==> src/rtl/irq_logic_pkg.sv <==
// Purpose: shared constants and types for the audio converter interrupt logic
// Assumes: 20 MHz device clock, byte-wide control registers
// Notes: register offsets are byte addresses on the control bus
package irq_logic_pkg;
   localparam int ADDR_W = 8;
   localparam int DATA_W = 8;
   localparam int NUM_SRC = 5;

   // register offsets
   localparam logic [7:0] MFP1_CFG_ADDR = 8'h21;
   localparam logic [7:0] IRQ_CONFIG_ADDR = 8'h32;
   localparam logic [7:0] IRQ_MASK_ADDR = 8'h33;
   localparam logic [7:0] IRQ_LATCHED_FLAGS_ADDR = 8'h36;

   // reset values
   localparam logic [7:0] MFP1_CFG_RESET = 8'h22;
   localparam logic [7:0] IRQ_CONFIG_RESET = 8'h00;
   localparam logic [7:0] IRQ_MASK_RESET = 8'hFF;
   localparam logic [7:0] IRQ_LATCHED_FLAGS_RESET = 8'h00;

   // irq_config fields
   localparam int POLARITY_BIT = 7;
   localparam int EVENT_MODE_HI = 6;
   localparam int EVENT_MODE_LO = 5;
   localparam int READBACK_SEL_BIT = 2;
   localparam logic [7:0] IRQ_CONFIG_WMASK = 8'hE4;

   // pin config: function field and writable bits (bit 3 reads zero)
   localparam int MFP1_FUNC_HI = 7;
   localparam int MFP1_FUNC_LO = 4;
   localparam logic [7:0] MFP1_CFG_WMASK = 8'hF7;
   localparam logic [3:0] MFP1_FUNC_IRQ = 4'h2;

   // event sources sit in bits 7..3 of mask and latched registers
   localparam int SRC_LSB = 3;
   localparam int SRC_CLK_ERR = 4;
   localparam int SRC_PLL_LOCK = 3;
   localparam int SRC_MIX_SAT = 2;
   localparam int SRC_VAD_UP = 1;
   localparam int SRC_VAD_DOWN = 0;

   // event mode codes
   localparam logic [1:0] MODE_LEVEL = 2'h0;
   localparam logic [1:0] MODE_RESERVED = 2'h1;
   localparam logic [1:0] MODE_REPEAT = 2'h2;
   localparam logic [1:0] MODE_ONESHOT = 2'h3;

   // pulse timing
   localparam int CLK_MHZ = 20;
   localparam int PULSE_HIGH_US = 2000;
   localparam int PULSE_PERIOD_US = 4000;
   localparam int PULSE_HIGH_CYC = PULSE_HIGH_US * CLK_MHZ;
   localparam int PULSE_PERIOD_CYC = PULSE_PERIOD_US * CLK_MHZ;
   localparam int TIMER_W = 17;

   typedef struct packed {
      logic [ADDR_W-1:0] addr;
      logic wr;
      logic rd;
      logic [DATA_W-1:0] wdata;
   } reg_req_s;
endpackage

==> src/rtl/audio_adc_interrupt_logic.sv <==
// Purpose: interrupt latching, masking and pin drive of the audio converter
// Assumes: register port sits behind the serial control bus decoder
// Notes: event inputs are one-cycle strobes synchronous to I_CLK
//
// Contract
// - polarity bit 7: 0 low-active, 1 high-active
// - mode 0: assert while unmasked flag set
// - mode 2: 2 ms high every 4 ms
// - mode 3: a 2 ms pulse per event; an event during the pulse restarts the 2 ms
// - readback select shows all or unmasked flags
// - mask bits 7..3 per source, 1 masks
// - mask register resets to all ones
// - bit 7 clock error, clears on read
// - bit 6 PLL lock, clears on read
// - bit 5 mixing saturation, clears on read
// - bit 4 voice power-up, clears on read
// - bit 3 voice power-down, clears on read
// - latched register resets to zero
// - config register resets to zero
// - pin carries interrupt only at function 2
`timescale 1ns/100ps
`default_nettype none
module audio_adc_interrupt_logic #(
   parameter int PULSE_HIGH_CYC = irq_logic_pkg::PULSE_HIGH_CYC,
   parameter int PULSE_PERIOD_CYC = irq_logic_pkg::PULSE_PERIOD_CYC
) (
   input wire logic I_CLK,          // 20 MHz device clock
   input wire logic I_RSTN,         // synchronous reset, active low
   input wire logic [7:0] I_ADDR,   // register address
   input wire logic I_WR,           // write strobe
   input wire logic I_RD,           // read strobe
   input wire logic [7:0] I_WDATA,  // write data
   output logic [7:0] O_RDATA,      // read data, held until next read
   output logic O_RVALID,           // read data valid pulse
   input wire logic I_EVT_CLK_ERR,  // audio_serial_port clock error
   input wire logic I_EVT_PLL_LOCK, // PLL achieved lock
   input wire logic I_EVT_MIX_SAT,  // input mixing saturation alert
   input wire logic I_EVT_VAD_UP,   // voice_activity_detect power-up
   input wire logic I_EVT_VAD_DOWN, // voice_activity_detect power-down
   output logic O_MFP1_OUT,         // multi_function_pin_one level
   output logic O_MFP1_OE_N,        // pin drive enable, low drives
   output logic O_IRQ_ASSERTED      // internal interrupt, active high
);
   localparam int N = irq_logic_pkg::NUM_SRC;
   localparam int LSB = irq_logic_pkg::SRC_LSB;

   irq_logic_pkg::reg_req_s req;
   assign req = '{addr: I_ADDR, wr: I_WR, rd: I_RD, wdata: I_WDATA};

   logic [7:0] config_reg, mask_reg, mfp1_cfg_reg;
   logic [N-1:0] flag_reg, flag_next;
   logic [7:0] rdata_next;

   wire [N-1:0] evt = {I_EVT_CLK_ERR, I_EVT_PLL_LOCK, I_EVT_MIX_SAT,
                       I_EVT_VAD_UP, I_EVT_VAD_DOWN};

   wire sel_config = (req.addr == irq_logic_pkg::IRQ_CONFIG_ADDR);
   wire sel_mask = (req.addr == irq_logic_pkg::IRQ_MASK_ADDR);
   wire sel_flags = (req.addr == irq_logic_pkg::IRQ_LATCHED_FLAGS_ADDR);
   wire sel_mfp1 = (req.addr == irq_logic_pkg::MFP1_CFG_ADDR);

   wire polarity = config_reg[irq_logic_pkg::POLARITY_BIT];
   wire [1:0] mode = config_reg[irq_logic_pkg::EVENT_MODE_HI:
                                irq_logic_pkg::EVENT_MODE_LO];
   wire readback_sel = config_reg[irq_logic_pkg::READBACK_SEL_BIT];
   wire [N-1:0] src_mask = mask_reg[LSB+N-1:LSB];
   wire [N-1:0] unmasked_flags = flag_reg & ~src_mask;
   wire [N-1:0] unmasked_evt = evt & ~src_mask;
   wire pending = |unmasked_flags;
   wire new_event = |unmasked_evt;

   // shown flags, in place within the byte; low bits read zero
   wire [N-1:0] shown_flags = readback_sel ? unmasked_flags
                                           : flag_reg;
   wire [7:0] flags_byte = {shown_flags, {LSB{1'b0}}};
   wire read_flags = req.rd && sel_flags;

   // per-source latch: a new event in the read cycle survives the clear
   genvar g;
   generate
      for (g = 0; g < N; g++) begin : g_flag
         assign flag_next[g] = evt[g] ||
                               (flag_reg[g] && !(read_flags && shown_flags[g]));
      end
   endgenerate

   assign rdata_next = sel_config ? config_reg :
                       sel_mask ? mask_reg :
                       sel_flags ? flags_byte :
                       sel_mfp1 ? mfp1_cfg_reg : 8'h00;

   always_ff @(posedge I_CLK) begin
      if (!I_RSTN) begin
         config_reg <= irq_logic_pkg::IRQ_CONFIG_RESET;
         mask_reg <= irq_logic_pkg::IRQ_MASK_RESET;
         mfp1_cfg_reg <= irq_logic_pkg::MFP1_CFG_RESET;
      end else if (req.wr) begin
         if (sel_config) begin
            config_reg <= req.wdata & irq_logic_pkg::IRQ_CONFIG_WMASK;
         end
         if (sel_mask) begin
            mask_reg <= req.wdata;
         end
         if (sel_mfp1) begin
            mfp1_cfg_reg <= req.wdata & irq_logic_pkg::MFP1_CFG_WMASK;
         end
      end
   end

   always_ff @(posedge I_CLK) begin
      if (!I_RSTN) begin
         flag_reg <= '0;
         O_RDATA <= 8'h00;
         O_RVALID <= 1'b0;
      end else begin
         flag_reg <= flag_next;
         O_RVALID <= req.rd;
         if (req.rd) begin
            O_RDATA <= rdata_next;
         end
      end
   end

   // pulse timing for modes 2 and 3
   logic timed_pulse;
   irq_pulse_timer #(
      .HIGH_CYC(PULSE_HIGH_CYC),
      .PERIOD_CYC(PULSE_PERIOD_CYC),
      .W(irq_logic_pkg::TIMER_W)
   ) u_timer (
      .i_clk(I_CLK),
      .i_rstn(I_RSTN),
      .i_repeat(mode == irq_logic_pkg::MODE_REPEAT),
      .i_run(pending),
      .i_trig(new_event && (mode == irq_logic_pkg::MODE_ONESHOT)),
      .o_pulse(timed_pulse)
   );

   // reserved mode 1 keeps the line idle rather than guessing a meaning
   logic irq_next;
   always_comb begin
      unique case (mode)
         irq_logic_pkg::MODE_LEVEL: irq_next = pending;
         irq_logic_pkg::MODE_RESERVED: irq_next = 1'b0;
         irq_logic_pkg::MODE_REPEAT: irq_next = timed_pulse;
         irq_logic_pkg::MODE_ONESHOT: irq_next = timed_pulse;
      endcase
   end

   wire irq_pin_level = polarity ? irq_next : !irq_next;
   wire mfp1_is_irq = (mfp1_cfg_reg[irq_logic_pkg::MFP1_FUNC_HI:
                       irq_logic_pkg::MFP1_FUNC_LO] ==
                       irq_logic_pkg::MFP1_FUNC_IRQ);

   // other pin functions are outside this block, so the pin floats then
   always_ff @(posedge I_CLK) begin
      if (!I_RSTN) begin
         O_IRQ_ASSERTED <= 1'b0;
         O_MFP1_OUT <= 1'b1;
         O_MFP1_OE_N <= 1'b1;
      end else begin
         O_IRQ_ASSERTED <= irq_next;
         O_MFP1_OUT <= mfp1_is_irq ? irq_pin_level : 1'b1;
         O_MFP1_OE_N <= !mfp1_is_irq;
      end
   end
endmodule // audio_adc_interrupt_logic
`default_nettype wire

==> src/rtl/irq_pulse_timer.sv <==
// Purpose: timed pulse generator for the repeating and one-shot modes
// Assumes: i_trig is a one-cycle strobe, i_run a level
// Notes: a new trigger during a one-shot restarts the full high time
`timescale 1ns/100ps
`default_nettype none
module irq_pulse_timer #(
   parameter int HIGH_CYC = irq_logic_pkg::PULSE_HIGH_CYC,
   parameter int PERIOD_CYC = irq_logic_pkg::PULSE_PERIOD_CYC,
   parameter int W = irq_logic_pkg::TIMER_W
) (
   input wire logic i_clk,    // device clock
   input wire logic i_rstn,   // synchronous reset, active low
   input wire logic i_repeat, // 1 = repeating train, 0 = one-shot
   input wire logic i_run,    // repeating: train runs while high
   input wire logic i_trig,   // one-shot: start a pulse
   output logic o_pulse       // pulse output, registered
);
   localparam logic [W-1:0] HIGH_LAST = W'(HIGH_CYC - 1);
   localparam logic [W-1:0] HIGH_N = W'(HIGH_CYC);
   localparam logic [W-1:0] PERIOD_LAST = W'(PERIOD_CYC - 1);

   logic [W-1:0] cnt_reg, cnt_next;
   logic busy_reg, busy_next;
   logic pulse_next;

   wire period_end = (cnt_reg == PERIOD_LAST);
   wire high_end = (cnt_reg == HIGH_LAST);

   always_comb begin
      cnt_next = cnt_reg;
      busy_next = busy_reg;
      if (i_repeat) begin
         // train restarts from its high phase whenever pending returns
         if (!i_run) begin
            cnt_next = '0;
            busy_next = 1'b0;
         end else begin
            busy_next = 1'b1;
            cnt_next = (busy_reg && !period_end) ? cnt_reg + 1'b1 : '0;
         end
      end else if (i_trig) begin
         cnt_next = '0;
         busy_next = 1'b1;
      end else if (busy_reg) begin
         busy_next = !high_end;
         cnt_next = high_end ? '0 : cnt_reg + 1'b1;
      end
      pulse_next = busy_next && (cnt_next < HIGH_N);
   end

   always_ff @(posedge i_clk) begin
      if (!i_rstn) begin
         cnt_reg <= '0;
         busy_reg <= 1'b0;
         o_pulse <= 1'b0;
      end else begin
         cnt_reg <= cnt_next;
         busy_reg <= busy_next;
         o_pulse <= pulse_next;
      end
   end
endmodule // irq_pulse_timer
`default_nettype wire

==> config.mk <==
export PLATFORM = sky130hd
export DESIGN_NAME = audio_adc_interrupt_logic
export DESIGN_NICKNAME = d
export VERILOG_FILES = /design/src/rtl/irq_logic_pkg.sv /design/src/rtl/audio_adc_interrupt_logic.sv /design/src/rtl/irq_pulse_timer.sv
export SDC_FILE = /design/constraint.sdc
export NUM_CORES = 1
export LEC_CHECK = 0
export BUFFER_PORTS_ARGS = -buffer_cell sky130_fd_sc_hd__buf_2
export CAP_MARGIN = 0
export CORE_UTILIZATION = 45
export CTS_CLUSTER_DIAMETER = 80
export DETAILED_ROUTE_END_ITERATION = 8
export PLACE_DENSITY = 0.77
export SLEW_MARGIN = 20
export SYNTH_ARGS = -nofsm -noshare
export SYNTH_HDL_FRONTEND = slang
export SYNTH_SLANG_ARGS = --single-unit
==> constraint.sdc <==
create_clock -name I_CLK -period 2.7 [get_ports I_CLK]
set_input_delay 0.27 -clock I_CLK [delete_from_list [all_inputs] [get_ports I_CLK]]
set_output_delay 0.27 -clock I_CLK [all_outputs]
set_load 0.005 [all_outputs]
==> impl_metrics.py, run 1 <==
metrics = {
    "pwr": {
        "p_leak_nw": 1.11,
        "power_density_nw_per_um2": 447,
        "finalPower_mw": 1.37,
        "ir_drop_v": 0.000237,
    },
    "worst_setup_path": {
        "r2r_cells": 10,
        "slowest_delay_ps": 510,
        "cpMostUsedCell": "buf_4",
        "cp_cell_sequence": "or2_1 -> or4_4 -> o41ai_4 -> o22a_4 -> buf_4 -> buf_4 -> nor2b_1 -> o22ai_1 -> nor4_1 -> a211oi_2",
        "cp-start-kind": "flip-flop",
        "required_ps": 2930,
        "critPathArrivalTime_ps": 2780,
        "r2r-start": "u_timer.cnt_reg[7]",
        "r2r_end": "u_timer.o_pulse",
        "crit_slowest_cell": "or4_4",
        "critPathKind": "reg2reg",
        "crit_path_max_fanout": 5,
        "critPathCaptureType": "flip-flop",
        "reg2reg_setup_slack_ps": 150,
    },
    "final_layout": {
        "finish.utilization_pct": 55.0,
        "seq_area_sq_um": 1100,
        "fin_area_sq_um": 3070,
        "nets": 408,
        "largest_reg_flops": 17,
        "diodes": 0,
        "multi_input_area_sq_um": 1460,
        "area_delta_synth_final_pct": 15.9,
        "final_cells": 454,
        "drive_above_1_share_pct": 18.3,
        "fillCellCount": 536,
    },
    "global_route": {
        "grt_pass1_vias": 2299,
        "antenna_found_initial": 0,
        "grt_usage_pct": 22.6,
        "grt_overflow": 0,
        "grt_pass1_wl_um": 11000,
        "grt_max_degree": 33,
    },
    "placed_design": {
        "dp_cells": 442,
        "io_buffers": 36,
        "postPlaceCellArea_sq_um": 2930,
        "dp_hpwl_um": 4680,
        "post-place-ws_ps": 123,
        "place_congestion": 0.897,
    },
    "routing": {
        "drc": 0,
        "vias": 2606,
        "wl_per_cell_um": 14.8,
        "drtPass1Iterations": 5,
        "ant_nets": 0,
        "vias_per_cell": 5.74,
        "drt_iter0_markers": 243,
        "wl_um": 6740,
    },
    "floorplanning": {
        "dieHeight_um": 78.7,
        "pin_count": 37,
        "dieArea_sq_um": 6190,
        "rows": 27,
        "die_x_um": 78.7,
        "core-area_sq_um": 5570,
        "start_util_pct": 47.4,
    },
    "yosys": {
        "post_synth_inst_count": 339,
        "ys_async_sr_fraction_pct": 0,
        "syn_area_per_cell_sq_um": 7.80,
        "yosys_most_used_dff": "dfxtp_1",
        "netlist.area_leader.share_pct": 41.6,
        "synthDistinctLibCells": 49,
        "ys_warn_count": 0,
        "synth.area.top_cells": "dfxtp_1 42%, nand2_1 8.0%, nor2_1 6.1%",
        "synth.largest_area_cell": "dfxtp_1",
        "synth_seq_cells": 55,
        "syn_area_sq_um": 2640,
        "synth_edf_count": 0,
        "synthesis.nets": 365,
        "synth_seq_area_share_pct": 41.6,
    },
    "hold_path": {
        "holdCritPathClass": "in2reg",
        "holdPathStages": 3,
        "holdPathEnd": "mask_reg[4]",
        "hp-start": "I_WDATA[4]",
    },
    "timing": {
        "period_minus_slack_ps": 2550,
        "fin_ws_ps": 149,
        "setup_viol": 0,
        "slew_headroom_pct": 29.7,
        "slew_viol_final": 0,
        "finClkSkew_ps": 8.64,
        "tightest_slew_ps": 1050,
        "finalCritPeriodShare_pct": 94.5,
        "finalHoldViolCount": 0,
        "fmax_mhz": 392,
        "setup_tns_ps": 0,
        "whs_ps": 184,
    },
    "job": {
        "cap_violations": 0,
    },
    "clock_tree": {
        "cts_max_level": 2,
        "cts_sinks": 55,
        "cts_tree": "done",
        "insertion_delay_ps": 310,
        "clock-root-buffer": "clkbuf_8",
        "clock_path_buffers": 2,
        "path_clk_slew_ps": 100,
        "hold_buffers": 0,
        "cts_made_buffers": 5,
    },
    "status": {
        "run_status": "complete, no violations",
    },
}
where the power goes:
group	switching, mW	internal (mW)	total, mW
logic	0.0428	0.0284	0.0713
clock network	0.265	0.202	0.467
registers	0.00872	0.824	0.833
total	0.316	1.05	1.37
placed cells by master (no fill, tap or decap), types with 3 or more instances in the layout:
cell type	instances
nand2b_1	3
nor4_1	4
a21oi_1	32
dfxtp_1	55
or2_2	4
nor2_1	43
a32oi_1	5
o211ai_1	5
buf_4	16
inv_1	7
a211oi_1	7
nand3_1	27
a22oi_1	5
nand2_1	56
buf_2	36
o21ai_0	10
and3_1	3
and2_1	4
clkbuf_8	6
nor3_1	6
xnor2_1	6
layer usage:
layer  GRT usage [%]  routed length, um
met1            33.3               3160
met3            3.95                432
met2            32.6               3060
met5               0                  0
met4            8.15                 87
worst max path at each step:
stage,from,endpoint,cells after the start
after floorplan,u_timer.cnt_reg[7],u_timer.o_pulse,8
after global placement,u_timer.cnt_reg[7],u_timer.o_pulse,8
after detailed placement,u_timer.cnt_reg[7],u_timer.o_pulse,9
after CTS,u_timer.cnt_reg[7],u_timer.o_pulse,9
after global routing,u_timer.cnt_reg[7],u_timer.o_pulse,10
final,u_timer.cnt_reg[7],u_timer.o_pulse,10
area by class of cell:
class / count / area share [%]
repair buffers: 52 / 9.80
inverters: 7 / 0.857
clock buffers: 6 / 2.69
flip-flops and latches: 55 / 35.9
well taps: 72 / 2.94
multi-input cells: 261 / 47.6
clock inverters: 1 / 0.163
kinds of logic after synthesis:
kind of cell	count (synthesis)	share of synthesized area, %
compound gates	83	21.6
xor+xnor	7	2.32
fa+ha+maj	1	0.473
buf+inv	23	3.36
flops	55	41.6
mux	2	0.757
simple gates	168	29.8
Yosys cell counts (2+ instances only):
master	count
or2_2	4
a31oi_1	2
nand2b_1	3
or3_1	2
and3_1	3
and2_1	4
inv_1	7
a211oi_1	7
dfxtp_1	55
a32oi_1	5
nand2_1	56
a22oi_1	5
o22ai_1	2
o21ai_0	11
xnor2_1	6
or4bb_1	2
nand3_1	27
clkbuf_1	14
nor2_1	43
nor3_1	6
mux2i_1	2
buf_2	2
a211oi_2	2
o211ai_1	5
a21oi_1	32
nor4_1	5
nor3b_1	2
nand4_1	2
nor2b_1	2
a222oi_1	2
worst max-delay path: cells and delay by family, from the launching register on:
family	cells	cell delay (ps)
AOI/OAI and AO/OA	4	1020
DFF	1	320
buffers and inverters	2	240
and+or+nand+nor	4	890
repair_timing:
item | CTS | global route
resized for setup | 0 | 2
setup buffers | 0 | 5
setup endpoints to repair | 0 | 3
Note: power is estimated with default switching activity, not from simulation.
==> run 2, diff against run 1 <==
- SETUP_SLACK_MARGIN: not set -> 0.3
==> impl_metrics.py, run 2 (synthesis results as in run 1) <==
metrics = {
    "placed_design": {
        "dp_cells": 441,
        "place_congestion": 0.879,
        "io_buffers": 36,
        "post-place-ws_ps": 71.1,
        "postPlaceCellArea_sq_um": 2930,
        "dp_hpwl_um": 4550,
    },
    "worst_setup_path": {
        "cp_cell_sequence": "or2_1 -> or4_4 -> nor4_4 -> o22a_4 -> and3b_1 -> a211oi_2 -> nor4_2 -> a211oi_2",
        "cpLargestDelayFamily": "simple AND/OR/NAND/NOR gates",
        "critPathKind": "reg2reg",
        "r2r_end": "u_timer.o_pulse",
        "cpMostUsedCell": "a211oi_2",
        "cp-start-kind": "flip-flop",
        "cp_num_buf_inv": 0,
        "reg2reg_setup_slack_ps": 310,
        "r2r-start": "u_timer.cnt_reg[8]",
        "crit_slowest_cell": "or4_4",
        "critPathCaptureType": "flip-flop",
        "crit_path_max_fanout": 4,
        "required_ps": 2940,
        "crit_start": "u_timer.cnt_reg[8]",
        "slowest_delay_ps": 460,
        "r2r_cells": 8,
        "critPathArrivalTime_ps": 2630,
        "cp_num_cells": 8,
    },
    "routing": {
        "drc": 0,
        "drt_iter0_markers": 210,
        "ant_nets": 0,
        "vias_per_cell": 5.78,
        "wl_per_cell_um": 14.6,
        "drtPass1Iterations": 5,
        "vias": 2637,
        "wl_um": 6660,
    },
    "global_route": {
        "grt_overflow": 0,
        "grt_max_degree": 33,
        "antenna_found_initial": 0,
        "grt_pass1_wl_um": 10900,
        "grt_pass1_vias": 2279,
        "grt_usage_pct": 22.2,
    },
    "hold_path": {
        "holdPathStages": 3,
        "hp-start": "I_WDATA[1]",
        "holdPathEnd": "mask_reg[1]",
        "holdCritPathClass": "in2reg",
    },
    "clock_tree": {
        "cts_made_buffers": 5,
        "path_clk_slew_ps": 110,
        "insertion_delay_ps": 310,
        "hold_buffers": 0,
        "cts_sinks": 55,
        "cts_tree": "done",
        "clock-root-buffer": "clkbuf_8",
        "cts_max_level": 2,
        "clock_path_buffers": 2,
    },
    "final_layout": {
        "drive_above_1_share_pct": 21.9,
        "final_cell_mix": "56 x nand2_1, 48 x dfxtp_1, 43 x nor2_1, 36 x buf_2, 31 x a21oi_1",
        "nets": 409,
        "final_cells": 456,
        "multi_input_area_sq_um": 1500,
        "largest_reg_flops": 17,
        "diodes": 0,
        "seq_area_sq_um": 1120,
        "final_common_cell": "nand2_1",
        "fin_area_sq_um": 3140,
        "area_delta_synth_final_pct": 18.9,
        "fillCellCount": 531,
    },
    "pwr": {
        "power_density_nw_per_um2": 435,
        "clkPwrFrac_pct": 34.2,
        "ir_drop_v": 0.000287,
        "finalPower_mw": 1.37,
        "internal_power_mw": 1.04,
        "pwr-share-seq_pct": 60.6,
        "p_leak_nw": 1.14,
        "p_comb_share_pct": 5.2,
        "swShare_pct": 24.3,
        "p_switching_mw": 0.333,
    },
    "timing": {
        "setup_viol": 0,
        "slew_headroom_pct": 26.2,
        "finalCritPeriodShare_pct": 88.6,
        "finalHoldViolCount": 0,
        "slew_viol_final": 0,
        "setup_tns_ps": 0,
        "tightest_slew_ps": 1110,
        "rsz0062_at_grt": "yes",
        "finClkSkew_ps": 11.2,
        "period_minus_slack_ps": 2390,
        "fin_ws_ps": 308,
        "fmax_mhz": 418,
    },
    "floorplanning": {
        "pin_count": 37,
        "start_util_pct": 47.4,
        "dieHeight_um": 78.7,
        "core-area_sq_um": 5570,
        "rows": 27,
        "dieArea_sq_um": 6190,
        "die_x_um": 78.7,
    },
    "job": {
        "cap_violations": 0,
    },
    "status": {
        "run_status": "complete, no violations",
    },
}
[run 2: changes by cell type in the layout (fill, tap and decap cells not counted), sizes merged]
cell | before | now
clkbuf | 6 | 5
clkinvlp | 0 | 1
buf | 52 | 53
clkinv | 1 | 2
[run 2: worst min-delay path: stages]
cell and delay, ps:
buf_2 80, nand2_1 40, nand3_1 60
[run 2: power by group through the flow]
stage	registers, mW	clock network, mW	logic [mW]
2_1_floorplan	0.850	0	0.0331
3_3_place_gp	0.851	0	0.0698
3_5_place_dp	0.851	0	0.0711
4_1_cts	0.830	0.484	0.0714
5_1_grt	0.831	0.512	0.0794
6_report	0.829	0.468	0.0718
[run 2: worst max path at each step]
stage | end | slack (ps)
after global placement | u_timer.o_pulse | 150
final | u_timer.o_pulse | 310
after global routing | u_timer.o_pulse | 230
after CTS | u_timer.o_pulse | 280
after detailed placement | u_timer.o_pulse | 70
after floorplan | u_timer.o_pulse | 300
[run 2: stage by stage]
| step | util (%) | hold slack, ps |
|---|---|---|
| floorplan | - | 387 |
| global placement | 52.5 | 445 |
| detailed placement | 52.5 | 454 |
| CTS | 56.0 | 169 |
| global route | 56.4 | 175 |
| finish | 56.4 | 169 |
[run 2: layer usage]
layer / vias up / GRT usage, % / wire (um)
li1: 1298 / - / -
met4: 0 / 7.04 / 94
met3: 9 / 3.84 / 431
met5: - / 0 / 0
met2: 93 / 32.0 / 2850
met1: 1237 / 33.2 / 3280
[run 2: final cells by class]
cell class | instances | area share, %
multi-input cells | 261 | 47.8
well taps | 72 | 2.87
inverters | 7 | 0.836
clock buffers | 5 | 2.19
repair buffers | 53 | 10.0
flip-flops and latches | 55 | 35.5
clock inverters | 3 | 0.796
[run 2: timing repair]
action / in CTS / in global routing
pin swaps: 9 / 4
gates resized for setup: 15 / 7
setup endpoints to repair: 6 / 4
setup buffers: 7 / 0
cloned: 0 / 0
